$ cat src/inc/sic_pkg.sv
// constants, opcodes and checksum for the maintenance command interpreter
// assumes one 100 MHz clock shared by both ends of the byte link
// Function
// serial readout 0x3682 gives 9 bytes within 1 ms
// serial is word0<<32 | word1<<16 | word2
// each response word followed by its checksum
// self-test 0x3639 returns 3 bytes, wait 5500 ms
// self-test word zero means no malfunction
// defaults restore 0x3632 clears settings and histories
// settings reload 0x3646, no answer, 20 ms
// stop measuring before asking settings reload
// single shot: send, wait full time, then read
// full single shot 0x219d, no answer, 1350 ms
// climate shot 0x2196, 50 ms, gas reads 0
// baseline correction on by default for shots
// longer shot spacing makes corrections less frequent
// single shots only on high accuracy variant
// checksum crc8 poly 0x31 init 0xff, no reflect
// command words carry no checksum byte
// command sent msb first in one write
package sic_pkg;
  localparam int unsigned CLK_HZ = 100_000_000;
  localparam int unsigned MS_HZ = 1000;
  localparam int unsigned CYC_PER_MS_DEF = CLK_HZ / MS_HZ;

  localparam logic [15:0] CMD_SERIAL = 16'h3682;
  localparam logic [15:0] CMD_SELF_TEST = 16'h3639;
  localparam logic [15:0] CMD_RESTORE = 16'h3632;
  localparam logic [15:0] CMD_RELOAD = 16'h3646;
  localparam logic [15:0] CMD_SHOT_FULL = 16'h219d;
  localparam logic [15:0] CMD_SHOT_CLIMATE = 16'h2196;

  // longest execution times in ms
  localparam int unsigned DUR_SERIAL_MS = 1;
  localparam int unsigned DUR_SELF_TEST_MS = 5500;
  localparam int unsigned DUR_RESTORE_MS = 1200;
  localparam int unsigned DUR_RELOAD_MS = 20;
  localparam int unsigned DUR_SHOT_FULL_MS = 1350;
  localparam int unsigned DUR_SHOT_CLIMATE_MS = 50;

  localparam logic [3:0] LEN_SERIAL = 4'h9;
  localparam logic [3:0] LEN_SELF_TEST = 4'h3;
  localparam int unsigned RESP_MAX = 9;
  localparam int unsigned WORDS_MAX = 3;

  localparam logic [7:0] CRC_POLY = 8'h31;
  localparam logic [7:0] CRC_INIT = 8'hff;
  localparam logic [15:0] TEST_FAULT_DEF = 16'h0001;
  localparam int unsigned ABC_SHOTS_DEF = 1;

  typedef enum logic [2:0] {
    OP_NONE, OP_SERIAL, OP_SELF_TEST, OP_RESTORE, OP_RELOAD,
    OP_SHOT_FULL, OP_SHOT_CLIMATE
  } sic_op_t;

  function automatic logic [7:0] sic_crc8(input logic [15:0] word);
    logic [7:0] crc;
    crc = CRC_INIT;
    for (int b = 15; b >= 0; b--) begin
      if (crc[7] ^ word[b]) begin
        crc = {crc[6:0], 1'b0} ^ CRC_POLY;
      end else begin
        crc = {crc[6:0], 1'b0};
      end
    end
    return crc;
  endfunction

  function automatic logic [15:0] sic_cmd_word(input sic_op_t op);
    case (op)
      OP_SERIAL: return CMD_SERIAL;
      OP_SELF_TEST: return CMD_SELF_TEST;
      OP_RESTORE: return CMD_RESTORE;
      OP_RELOAD: return CMD_RELOAD;
      OP_SHOT_FULL: return CMD_SHOT_FULL;
      OP_SHOT_CLIMATE: return CMD_SHOT_CLIMATE;
      default: return 16'h0000;
    endcase
  endfunction

  function automatic int unsigned sic_dur_ms(input sic_op_t op);
    case (op)
      OP_SERIAL: return DUR_SERIAL_MS;
      OP_SELF_TEST: return DUR_SELF_TEST_MS;
      OP_RESTORE: return DUR_RESTORE_MS;
      OP_RELOAD: return DUR_RELOAD_MS;
      OP_SHOT_FULL: return DUR_SHOT_FULL_MS;
      OP_SHOT_CLIMATE: return DUR_SHOT_CLIMATE_MS;
      default: return DUR_SERIAL_MS;
    endcase
  endfunction
endpackage

$ cat src/inc/sic_link_if.sv
// byte link standing in for the two-wire bus transactions
// assumes both ends on one clock; host drives writes and read requests
interface sic_link_if;
  logic wr_vld;
  logic wr_start;
  logic [7:0] wr_byte;
  logic rd_req;
  logic rd_start;
  logic rd_ack;
  logic rd_nack;
  logic [7:0] rd_data;

  modport dev (
    input wr_vld, wr_start, wr_byte, rd_req, rd_start,
    output rd_ack, rd_nack, rd_data
  );
  modport host (
    output wr_vld, wr_start, wr_byte, rd_req, rd_start,
    input rd_ack, rd_nack, rd_data
  );
endinterface

$ cat src/verilog/sic_device.sv
// device end: decodes maintenance and single shot commands, times them
// assumes host keeps to the documented waits and byte order
module sic_device
  import sic_pkg::*;
#(
  parameter int unsigned CYC_PER_MS = CYC_PER_MS_DEF,
  parameter bit HIGH_ACCURACY = 1'b1,
  parameter int unsigned ABC_SHOTS = ABC_SHOTS_DEF
) (
  // clock and reset
  input wire logic SYS_CLK,
  input wire logic RST_B,
  // link
  sic_link_if.dev LINK,
  // identity and self-test sources
  input wire logic [47:0] SERIAL_NUMBER,
  input wire logic SELF_TEST_FAULT,
  input wire logic [15:0] SELF_TEST_CODE,
  // measurement engine status and baseline control
  input wire logic MEAS_ACTIVE,
  input wire logic ABC_SET,
  input wire logic ABC_SET_VALUE,
  // action strobes
  output logic NVM_RESTORE,
  output logic BASELINE_ERASE,
  output logic SETTINGS_RELOAD,
  output logic SHOT_FULL_START,
  output logic SHOT_CLIMATE_START,
  output logic ABC_RUN,
  // levels
  output logic ABC_ENABLE,
  output logic GAS_ZERO,
  output logic CMD_BUSY
);
  initial begin
    if (CYC_PER_MS < 1 || CYC_PER_MS > 400_000) begin
      $error("CYC_PER_MS out of range");
    end
    if (ABC_SHOTS < 1 || ABC_SHOTS > 65535) begin
      $error("ABC_SHOTS out of range");
    end
  end

  typedef enum logic [0:0] {ST_IDLE, ST_BUSY} sic_dev_state_t;

  sic_dev_state_t state, next_state;
  sic_op_t op, next_op;
  logic [31:0] timer, next_timer;
  logic have_hi, next_have_hi;
  logic [7:0] cmd_hi, next_cmd_hi;
  logic [7:0] resp [RESP_MAX];
  logic [7:0] next_resp [RESP_MAX];
  logic [3:0] resp_len, next_resp_len;
  logic [3:0] rd_idx, next_rd_idx;
  logic [15:0] shots, next_shots;
  logic rd_ack, next_rd_ack;
  logic rd_nack, next_rd_nack;
  logic [7:0] rd_data, next_rd_data;
  logic next_nvm_restore, next_baseline_erase, next_settings_reload;
  logic next_shot_full, next_shot_climate, next_abc_run;
  logic next_abc_enable, next_gas_zero;

  function automatic sic_op_t decode(input logic [15:0] w);
    case (w)
      CMD_SERIAL: return OP_SERIAL;
      CMD_SELF_TEST: return OP_SELF_TEST;
      CMD_RESTORE: return OP_RESTORE;
      CMD_RELOAD: return OP_RELOAD;
      CMD_SHOT_FULL: return HIGH_ACCURACY ? OP_SHOT_FULL : OP_NONE;
      CMD_SHOT_CLIMATE: return HIGH_ACCURACY ? OP_SHOT_CLIMATE : OP_NONE;
      default: return OP_NONE;
    endcase
  endfunction

  always_comb begin
    logic [15:0] cmd;
    logic [15:0] test_word;
    sic_op_t dec;
    cmd = {cmd_hi, LINK.wr_byte};
    dec = OP_NONE;
    test_word = 16'h0000;
    next_state = state;
    next_op = op;
    next_timer = timer;
    next_have_hi = have_hi;
    next_cmd_hi = cmd_hi;
    next_resp = resp;
    next_resp_len = resp_len;
    next_rd_idx = rd_idx;
    next_shots = shots;
    next_rd_ack = 1'b0;
    next_rd_nack = 1'b0;
    next_rd_data = rd_data;
    next_nvm_restore = 1'b0;
    next_baseline_erase = 1'b0;
    next_settings_reload = 1'b0;
    next_shot_full = 1'b0;
    next_shot_climate = 1'b0;
    next_abc_run = 1'b0;
    next_abc_enable = ABC_SET ? ABC_SET_VALUE : ABC_ENABLE;
    next_gas_zero = GAS_ZERO;
    case (state)
      ST_IDLE: begin
        // writes are ignored while busy, as the device would not answer
        if (LINK.wr_vld) begin
          if (LINK.wr_start) begin
            next_cmd_hi = LINK.wr_byte;
            next_have_hi = 1'b1;
            next_resp_len = 4'h0;
          end else if (have_hi) begin
            next_have_hi = 1'b0;
            // second byte ends the command; no checksum expected
            dec = decode(cmd);
            if (dec == OP_RELOAD && MEAS_ACTIVE) begin
              dec = OP_NONE;
            end
            if (dec != OP_NONE) begin
              next_op = dec;
              next_state = ST_BUSY;
              next_timer = 32'(sic_dur_ms(dec) * CYC_PER_MS - 1);
            end
            case (dec)
              OP_RESTORE: begin
                next_nvm_restore = 1'b1;
                next_baseline_erase = 1'b1;
                next_abc_enable = 1'b1;
                next_shots = 16'h0000;
              end
              OP_RELOAD: next_settings_reload = 1'b1;
              OP_SHOT_FULL: next_shot_full = 1'b1;
              OP_SHOT_CLIMATE: next_shot_climate = 1'b1;
              default: begin
              end
            endcase
          end
        end
      end
      ST_BUSY: begin
        if (timer == 32'h0) begin
          next_state = ST_IDLE;
          next_rd_idx = 4'h0;
          case (op)
            OP_SERIAL: begin
              // words big-endian, each followed by its checksum
              for (int w = 0; w < WORDS_MAX; w++) begin
                next_resp[3*w] = SERIAL_NUMBER[47-16*w -: 8];
                next_resp[3*w+1] = SERIAL_NUMBER[39-16*w -: 8];
                next_resp[3*w+2] = sic_crc8(SERIAL_NUMBER[47-16*w -: 16]);
              end
              next_resp_len = LEN_SERIAL;
            end
            OP_SELF_TEST: begin
              // a fault flagged with a zero code must still read nonzero
              if (SELF_TEST_FAULT) begin
                test_word = (SELF_TEST_CODE == 16'h0000) ?
                  TEST_FAULT_DEF : SELF_TEST_CODE;
              end
              next_resp[0] = test_word[15:8];
              next_resp[1] = test_word[7:0];
              next_resp[2] = sic_crc8(test_word);
              next_resp_len = LEN_SELF_TEST;
            end
            OP_SHOT_FULL, OP_SHOT_CLIMATE: begin
              next_gas_zero = (op == OP_SHOT_CLIMATE);
              // correction steps counted per shot, so sparse shots slow it
              if (ABC_ENABLE) begin
                if (shots >= 16'(ABC_SHOTS - 1)) begin
                  next_shots = 16'h0000;
                  next_abc_run = 1'b1;
                end else begin
                  next_shots = shots + 16'h0001;
                end
              end
            end
            default: begin
            end
          endcase
        end else begin
          next_timer = timer - 32'h1;
        end
      end
      default: next_state = ST_IDLE;
    endcase
    if (LINK.rd_req) begin
      if (state == ST_BUSY) begin
        next_rd_nack = 1'b1;
      end else if (LINK.rd_start) begin
        if (resp_len == 4'h0) begin
          next_rd_nack = 1'b1;
        end else begin
          next_rd_ack = 1'b1;
          next_rd_data = resp[0];
          next_rd_idx = 4'h1;
        end
      end else if (rd_idx < resp_len) begin
        next_rd_ack = 1'b1;
        next_rd_data = resp[rd_idx];
        next_rd_idx = rd_idx + 4'h1;
      end else begin
        next_rd_nack = 1'b1;
      end
    end
  end

  always_ff @(posedge SYS_CLK) begin
    if (!RST_B) begin
      state <= ST_IDLE;
      op <= OP_NONE;
      timer <= 32'h0;
      have_hi <= 1'b0;
      cmd_hi <= 8'h00;
      for (int i = 0; i < RESP_MAX; i++) begin
        resp[i] <= 8'h00;
      end
      resp_len <= 4'h0;
      rd_idx <= 4'h0;
      shots <= 16'h0000;
      rd_ack <= 1'b0;
      rd_nack <= 1'b0;
      rd_data <= 8'h00;
      NVM_RESTORE <= 1'b0;
      BASELINE_ERASE <= 1'b0;
      SETTINGS_RELOAD <= 1'b0;
      SHOT_FULL_START <= 1'b0;
      SHOT_CLIMATE_START <= 1'b0;
      ABC_RUN <= 1'b0;
      ABC_ENABLE <= 1'b1;
      GAS_ZERO <= 1'b0;
      CMD_BUSY <= 1'b0;
    end else begin
      state <= next_state;
      op <= next_op;
      timer <= next_timer;
      have_hi <= next_have_hi;
      cmd_hi <= next_cmd_hi;
      resp <= next_resp;
      resp_len <= next_resp_len;
      rd_idx <= next_rd_idx;
      shots <= next_shots;
      rd_ack <= next_rd_ack;
      rd_nack <= next_rd_nack;
      rd_data <= next_rd_data;
      NVM_RESTORE <= next_nvm_restore;
      BASELINE_ERASE <= next_baseline_erase;
      SETTINGS_RELOAD <= next_settings_reload;
      SHOT_FULL_START <= next_shot_full;
      SHOT_CLIMATE_START <= next_shot_climate;
      ABC_RUN <= next_abc_run;
      ABC_ENABLE <= next_abc_enable;
      GAS_ZERO <= next_gas_zero;
      CMD_BUSY <= (next_state == ST_BUSY);
    end
  end

  assign LINK.rd_ack = rd_ack;
  assign LINK.rd_nack = rd_nack;
  assign LINK.rd_data = rd_data;
endmodule

$ cat src/flat_wrapper.sv
// flat-port wrapper written by rule: the top's interface ports become plain ports
module sic_device_flat import sic_pkg::*;
#(
  parameter int unsigned CYC_PER_MS = CYC_PER_MS_DEF,
  parameter bit HIGH_ACCURACY = 1'b1,
  parameter int unsigned ABC_SHOTS = ABC_SHOTS_DEF
)
  (SYS_CLK, RST_B, SERIAL_NUMBER, SELF_TEST_FAULT, SELF_TEST_CODE, MEAS_ACTIVE, ABC_SET, ABC_SET_VALUE, NVM_RESTORE, BASELINE_ERASE, SETTINGS_RELOAD, SHOT_FULL_START, SHOT_CLIMATE_START, ABC_RUN, ABC_ENABLE, GAS_ZERO, CMD_BUSY, LINK_wr_vld, LINK_wr_start, LINK_wr_byte, LINK_rd_req, LINK_rd_start, LINK_rd_ack, LINK_rd_nack, LINK_rd_data);
  sic_link_if LINK_i ();
  input wire logic SYS_CLK;
  input wire logic RST_B;
  input wire logic [47:0] SERIAL_NUMBER;
  input wire logic SELF_TEST_FAULT;
  input wire logic [15:0] SELF_TEST_CODE;
  input wire logic MEAS_ACTIVE;
  input wire logic ABC_SET;
  input wire logic ABC_SET_VALUE;
  output logic NVM_RESTORE;
  output logic BASELINE_ERASE;
  output logic SETTINGS_RELOAD;
  output logic SHOT_FULL_START;
  output logic SHOT_CLIMATE_START;
  output logic ABC_RUN;
  output logic ABC_ENABLE;
  output logic GAS_ZERO;
  output logic CMD_BUSY;
  input wire logic [$bits(LINK_i.wr_vld)-1:0] LINK_wr_vld;
  input wire logic [$bits(LINK_i.wr_start)-1:0] LINK_wr_start;
  input wire logic [$bits(LINK_i.wr_byte)-1:0] LINK_wr_byte;
  input wire logic [$bits(LINK_i.rd_req)-1:0] LINK_rd_req;
  input wire logic [$bits(LINK_i.rd_start)-1:0] LINK_rd_start;
  output wire logic [$bits(LINK_i.rd_ack)-1:0] LINK_rd_ack;
  output wire logic [$bits(LINK_i.rd_nack)-1:0] LINK_rd_nack;
  output wire logic [$bits(LINK_i.rd_data)-1:0] LINK_rd_data;
  assign LINK_i.wr_vld = LINK_wr_vld;
  assign LINK_i.wr_start = LINK_wr_start;
  assign LINK_i.wr_byte = LINK_wr_byte;
  assign LINK_i.rd_req = LINK_rd_req;
  assign LINK_i.rd_start = LINK_rd_start;
  assign LINK_rd_ack = LINK_i.rd_ack;
  assign LINK_rd_nack = LINK_i.rd_nack;
  assign LINK_rd_data = LINK_i.rd_data;
  sic_device #(.CYC_PER_MS(CYC_PER_MS), .HIGH_ACCURACY(HIGH_ACCURACY), .ABC_SHOTS(ABC_SHOTS)) u_core (.SYS_CLK(SYS_CLK), .RST_B(RST_B), .LINK(LINK_i), .SERIAL_NUMBER(SERIAL_NUMBER), .SELF_TEST_FAULT(SELF_TEST_FAULT), .SELF_TEST_CODE(SELF_TEST_CODE), .MEAS_ACTIVE(MEAS_ACTIVE), .ABC_SET(ABC_SET), .ABC_SET_VALUE(ABC_SET_VALUE), .NVM_RESTORE(NVM_RESTORE), .BASELINE_ERASE(BASELINE_ERASE), .SETTINGS_RELOAD(SETTINGS_RELOAD), .SHOT_FULL_START(SHOT_FULL_START), .SHOT_CLIMATE_START(SHOT_CLIMATE_START), .ABC_RUN(ABC_RUN), .ABC_ENABLE(ABC_ENABLE), .GAS_ZERO(GAS_ZERO), .CMD_BUSY(CMD_BUSY));
endmodule
$ cat config.mk
export PLATFORM = sky130hd
export DESIGN_NAME = sic_device_flat
export DESIGN_NICKNAME = d
export VERILOG_FILES = /design/src/inc/sic_pkg.sv /design/src/inc/sic_link_if.sv /design/src/verilog/sic_device.sv /design/src/flat_wrapper.sv
export SDC_FILE = /design/constraint.sdc
export NUM_CORES = 1
export LEC_CHECK = 0
export BUFFER_PORTS_ARGS = -buffer_cell sky130_fd_sc_hd__buf_2
export CAP_MARGIN = 20
export CELL_PAD_IN_SITES_DETAIL_PLACEMENT = 0
export CELL_PAD_IN_SITES_GLOBAL_PLACEMENT = 1
export CORE_ASPECT_RATIO = 1.4
export CORE_MARGIN = 1.5
export CORE_UTILIZATION = 47
export CTS_BUF_LIST = sky130_fd_sc_hd__clkbuf_4 sky130_fd_sc_hd__clkbuf_8
export DETAILED_ROUTE_END_ITERATION = 8
export PLACE_DENSITY_LB_ADDON = 0.3
export SLEW_MARGIN = 20
export SYNTH_ARGS = -nofsm -noshare
export SYNTH_HDL_FRONTEND = slang
export SYNTH_SLANG_ARGS = --single-unit
$ cat constraint.sdc
create_clock -name SYS_CLK -period 6.9 [get_ports SYS_CLK]
set_clock_uncertainty 0.1 [all_clocks]
set_input_delay 0.345 -clock SYS_CLK [delete_from_list [all_inputs] [get_ports SYS_CLK]]
set_output_delay 0.345 -clock SYS_CLK [all_outputs]
set_load 0.005 [all_outputs]
* Yosys cells after proc, flatten, opt, wreduce, memory -nomap -nowiden
Cells that the tools add are included.
** Cells by class
- Add/sub/neg operators :: 4
- $mul :: 1
- $lt $le $gt $ge :: 3
- Bitwise gates (word level) :: 127
- Equality and inequality tests :: 28
- Reduce and logical (&&, ||, !) cells :: 22
- Muxes and demuxes :: 324
** Operators with widths (count)
- 8-bit two-way mux :: 185
- 6-bit two-way mux :: 64
- 32-bit two-way mux :: 10
- 16-bit two-way mux :: 13
- 3-bit inverter :: 60
- 16-bit by 14-bit == test with 1-bit output, second input constant :: 6
- 13-bit one-hot mux with 5 select lines :: 1
- 32-bit one-hot mux with 2 select lines :: 1
- 32-bit by 1-bit subtractor with 32-bit output, second input constant :: 2
- 1-bit XOR :: 60
- 24-bit one-hot mux with 2 select lines :: 1
- 4-bit two-way mux :: 10
- 8-bit binary-select mux with 4-bit select :: 1
- 32-bit zero test :: 1
- 32-bit by 12-bit multiplier with 27-bit output, second input constant :: 1
- 16-bit one-hot mux with 2 select lines :: 1
- 3-bit two-way mux :: 9
- 1-bit two-way mux :: 24
- 3-bit == test, second input constant :: 6
- 3-bit one-hot mux with 6 select lines :: 1
- 16-bit by 1-bit adder with 16-bit output, second input constant :: 1
- 16-bit by 1-bit greater-or-equal comparator with 1-bit output, second input constant :: 1
- 16-bit zero test :: 1
- 2-bit != test, second input constant :: 8
- other kinds (23) :: 41
** Word-level totals
- Output and inout port bits :: 19
- Word-level logic and storage cells :: 536
- Register bits after elaboration :: 158
- Input port bits :: 82

* Depth between registers and ports, before layout
- Depth after elaboration :: 83
- Mapped depth :: 26
- Gate-level depth less buffers :: 25

* Worst setup path before layout
OpenSTA, ideal clock, no wires.
- Path kind :: register -> register
- Start :: register u_core.cmd_hi[0]
- End :: register u_core.timer[29]
- Data arrival time :: 5801 ps
- Path slack :: 930 ps
- Clock period less this slack :: 5970 ps
- Required time :: 6730 ps
- Library setup time :: 70 ps
- Cell stages (with the launch flop) :: 26
- Cells stage by stage :: dfxtp_1 > and4b_1 > and4_1 > and3_1 > buf_2 > nor2_1 > inv_1 > o21ai_0 > inv_1 > ha_1 > ha_1 > fa_1 > ha_1 > inv_1 > fa_1 > inv_1 > ha_1 > a21o_1 > a221oi_1 > o31ai_1 > a22o_1 > or4_1 > a21oi_1 > o211ai_1 > xor2_1 > a21oi_1
** Between the ends
- Longest elaborated chain between the ends :: 27
** RTL lines
- from (decl) :: line sic_device.sv:50 : logic [7:0] cmd_hi, next_cmd_hi;
- from (signal assigned) :: line sic_device.sv:235 : cmd_hi <= next_cmd_hi;
- 16-bit by 14-bit == test with 1-bit output :: line sic_device.sv:64 : case (w)
- 3-bit one-hot mux with 6 select lines * :: line sic_device.sv:64
- 3-bit two-way mux * :: line sic_device.sv:110 : end else if (have_hi) begin
- 3-bit two-way mux * :: line sic_device.sv:106 : if (LINK.wr_start) begin
- 3-bit two-way mux * :: line sic_device.sv:105 : if (LINK.wr_vld) begin
- 3-bit two-way mux * :: line sic_device.sv:102 : case (state)
- 3-bit == test :: line sic_device.sv:114 : if (dec == OP_RELOAD && MEAS_ACTIVE) begin
- 1-bit logical AND :: line sic_device.sv:114
- [11 not listed]
- 32-bit two-way mux :: line sic_device.sv:102
- 32-bit by 12-bit multiplier with 27-bit output :: line sic_device.sv:120 : next_timer = 32'(sic_dur_ms(dec) * CYC_PER_MS - 1);
- 32-bit by 1-bit subtractor with 32-bit output :: line sic_device.sv:120
- 32-bit two-way mux :: line sic_device.sv:117 : if (dec != OP_NONE) begin
- 32-bit two-way mux :: line sic_device.sv:110
- 32-bit two-way mux :: line sic_device.sv:106
- 32-bit two-way mux :: line sic_device.sv:105
- 32-bit one-hot mux with 2 select lines :: line sic_device.sv:102
- to (signal assigned) :: line sic_device.sv:233 : timer <= next_timer;
- to (decl) :: line sic_device.sv:48 : logic [31:0] timer, next_timer;
Mark *: on every way between the ends. The rest lies on a longest branch, timed or not. The select of a mux whose other input is x is not followed.
A chain may end at the register's enable or synchronous reset.

* Worst setup path after layout
Same ends and word-level chain as after synthesis.

==> metrics.txt <==
Setup TNS Final=0 ns; area grow syn2layout=11.8%; average cell area after synthesis=around 8.1 um^2; Worst Hold Margin=around 0.023 ns; outcome=finished, final reports clean; layout cells sized above 1=0.143; met3 WL=870 um; TritonRoute pass-1 iters=5; uppermost layer routed=met5; final hold violation count=0; WP depth=24; final worst slack=around 0.45 ns; element type at the critical path start=flop; crit path buf inv count=4; worst min path class=in2reg; GPL Wtd Cong=roughly 0.9; # H-tree levels=4; placed instance count=approximately 1,700; Power Total=2.09 mW; final instance area=11,800 um^2; DRC violation count after routing=0; FF-to-FF Start=u_core.cmd_hi[0]; Ports=101; Req. time, crit path=~7.2 ns; P_leak=4.97 nW; Tot GR Track Use=0.259; Syn Inst Count=roughly 1,300; fin util=0.539; vias in the first global route=9,214; Detail Route Antenna Nets=0; Cell Area, Synth=approximately 11,000 um^2; post-synth cell types=83; Worst Setup SP=u_core.cmd_hi[0]; r2r endpoint=u_core.timer[29]; sw frac=0.295; Critical Path AT=6.75 ns; die area=between 20,000 and 25,000 um^2; slowest stage delay, CP=0.53 ns; Internal Power=1.47 mW; Final nets=1,560; row count=64; clock power share=0.386; worst-path cell chain=and4b_1, and4_1, and3_1, nor2_1, inv_1, o21ai_0, inv_1, ha_1, ha_1, fa_1, ha_1, inv_1, fa_1, inv_1, ha_1, a21o_1, a221oi_1, o31ai_1, a22o_1, or4_1, a21oi_1, o211ai_1, xor2_1, a21oi_1; worst hold path stage count=3; worst reg2reg path depth=24; Yosys reg bits=141; port bufs=100; core area=around 22,000 um^2; crit path max-delay cell type=fa_1; crit path kind=reg2reg; die height=~180 um; Worst Path Max Fanout=6; Psw=617 uW; R2R Setup Slk=0.45 ns; wl on met1=11,500 um; Via Count=9,353; number of max-cap violations=0; final slew viol count=0; metal2 WL=16,000 um; Synth Warn #=0; Top delay family on crit path=adder cells; clk_lat worst skew=0.48 ns; drt wl/cell=approximately 17 um; Final min period=6.45 ns; clk buf depth=2; Tightest Pin Transition=1.03 ns; root buf cell=clkbuf_8; Seq/Total Area, Yosys=0.267; post-route insts no fill=1,694; hold_buf cts=0; CTS tree=done; Vias/cell=5.52; pre-CTS WS=0.467 ns; f_max=0.155 GHz; peak supply drop=154 uV; pwr dens=177 nW/um^2; total CTS buffers=17; crit share post-route=0.934; Total Wirelength=approximately 30,000 um; Initial Utilization=0.482; CP endpoint=u_core.timer[29]; Async SR Flop Fraction=0; drt initial violations=521; Rel. slew slack=0.314; antenna violations before repair=1; Comb pwr share=0.222; Cell Area, Placed=11,300 um^2; DIE WIDTH=130 um; Sink Count=roughly 140; part of the power in registers=0.392; largest net degree at the start of global routing=around 80; crit end category=flop; final setup fails=0; Post-synth EDFFs=0; first-pass GRT wire length=47,200 um; Reg clk slew, reported paths=0.09 ns; Post-synth top flop=dfxtp_1; gr ovfl total=0; Post-DP HPWL=22,700 um; # diodes=0
area by class of cell:
type | count | area (um^2)
timing repair buffer | 120 | 651
multi-input combinational | 1024 | 7200
sequential | 141 | 2820
inverter | 80 | 302
clock buffer | 18 | 248
clock inverter | 14 | 231
tap | 297 | 372
fill | 2214 | 10100
cells in the final DEF, fill, tap and decap left out, types with 4 or more instances in the layout:
cell type and n:
mux2_2 4, nor4_1 11, or3_1 9, mux2i_1 11, a31oi_1 7, nor3_1 36, buf_4 20, xnor2_1 107
and2_1 7, nand4_1 6, fa_1 20, dfxtp_1 141, o22ai_1 4, nand2b_1 8, ha_1 74, mux4_2 16
xor2_1 49, a21oi_1 140, o21ai_0 33, clkbuf_8 18, nor2_1 121, nand2_1 170, a22oi_1 12, and3_1 15
nand3_1 36, o31ai_1 9, inv_1 77, a211oi_1 5, bufinv_16 5, a21o_1 10, or4_1 4, o211ai_1 11
buf_2 100, a311oi_1 15
power groups by stage:
stage	clock network [mW]	logic, mW	registers [mW]
floorplan	0	0.357	0.838
global placement	0	0.468	0.839
detailed placement	0	0.469	0.839
CTS	0.821	0.470	0.820
global route	0.853	0.513	0.820
finish	0.807	0.464	0.820
worst register-to-register path, cell delays in order, from the launching register on:
cell	delay, ns
dfxtp_1	0.37
and4b_1	0.26
and4_1	0.23
and3_1	0.19
nor2_1	0.22
inv_1	0.18
o21ai_0	0.40
inv_1	0.18
ha_1	0.31
ha_1	0.31
fa_1	0.46
ha_1	0.28
inv_1	0.05
fa_1	0.53
inv_1	0.04
ha_1	0.34
a21o_1	0.21
a221oi_1	0.27
o31ai_1	0.17
a22o_1	0.28
or4_1	0.43
a21oi_1	0.17
o211ai_1	0.11
xor2_1	0.17
a21oi_1	0.13
what timing repair did:
| action | in CTS | in global routing |
|---|---|---|
| endpoints found under the setup margin | 0 | 2 |
| setup buffers | 0 | 2 |
| gates resized for setup | 0 | 2 |
Yosys cell counts, drive strengths merged, types with 6 or more instances:
master / instances / area (um^2)
o31ai: 9 / 67.6
clkbuf: 46 / 173
ha: 74 / 926
and2: 7 / 43.8
a31oi: 7 / 43.8
nor2: 122 / 474
a21oi: 140 / 701
a22oi: 12 / 90.1
mux2i: 11 / 110
a311oi: 15 / 131
and3: 15 / 93.8
nand2b: 8 / 50.1
buf: 17 / 113
xnor2: 107 / 937
inv: 79 / 297
nand3: 36 / 180
or4: 7 / 63.8
o211ai: 11 / 82.6
nand4: 7 / 50.1
fa: 20 / 400
nor3: 39 / 216
dfxtp: 141 / 2820
nor4b: 6 / 67.6
a211oi: 8 / 75.1
o21ai: 36 / 184
nand2: 170 / 638
or3: 10 / 67.6
mux4: 16 / 360
xor2: 49 / 429
nor4: 12 / 90.1
a21o: 10 / 75.1
worst min path at each step:
stage                            from         endpoint  slack (ns)
floorplan             u_core.resp[48]  u_core.resp[48]        0.33
global placement      u_core.resp[32]  u_core.resp[32]        0.34
detailed placement    u_core.resp[11]  u_core.resp[11]        0.34
CTS                  SERIAL_NUMBER[0]   u_core.resp[8]      0.0009
global route        SERIAL_NUMBER[25]  u_core.resp[41]       0.006
finish              SERIAL_NUMBER[25]  u_core.resp[41]        0.02
registers in the layout (all words and copies together), names as in the netlist, 3 cells and up:
signal / count
u_core.timer: 32
u_core.resp: 72
u_core.LINK.rd_data: 8
u_core.rd_idx: 4
u_core.cmd_hi: 8
u_core.op: 3
u_core.resp_len: 3
routing by layer:
metal | up-vias | global-route usage
met5 | - | 0
met1 | 4392 | 0.282
met3 | 61 | 0.0401
met4 | 2 | 0.112
met2 | 201 | 0.484
li1 | 4697 | -
cells by family after synthesis:
logic type,share of synthesized area
other cells,0.000710
buf+inv,0.0554
fa+ha+maj,0.125
simple gates,0.209
compound gates,0.162
flops,0.267
mux,0.0487
xor+xnor,0.131
Note: power is estimated with default switching activity, not from simulation.
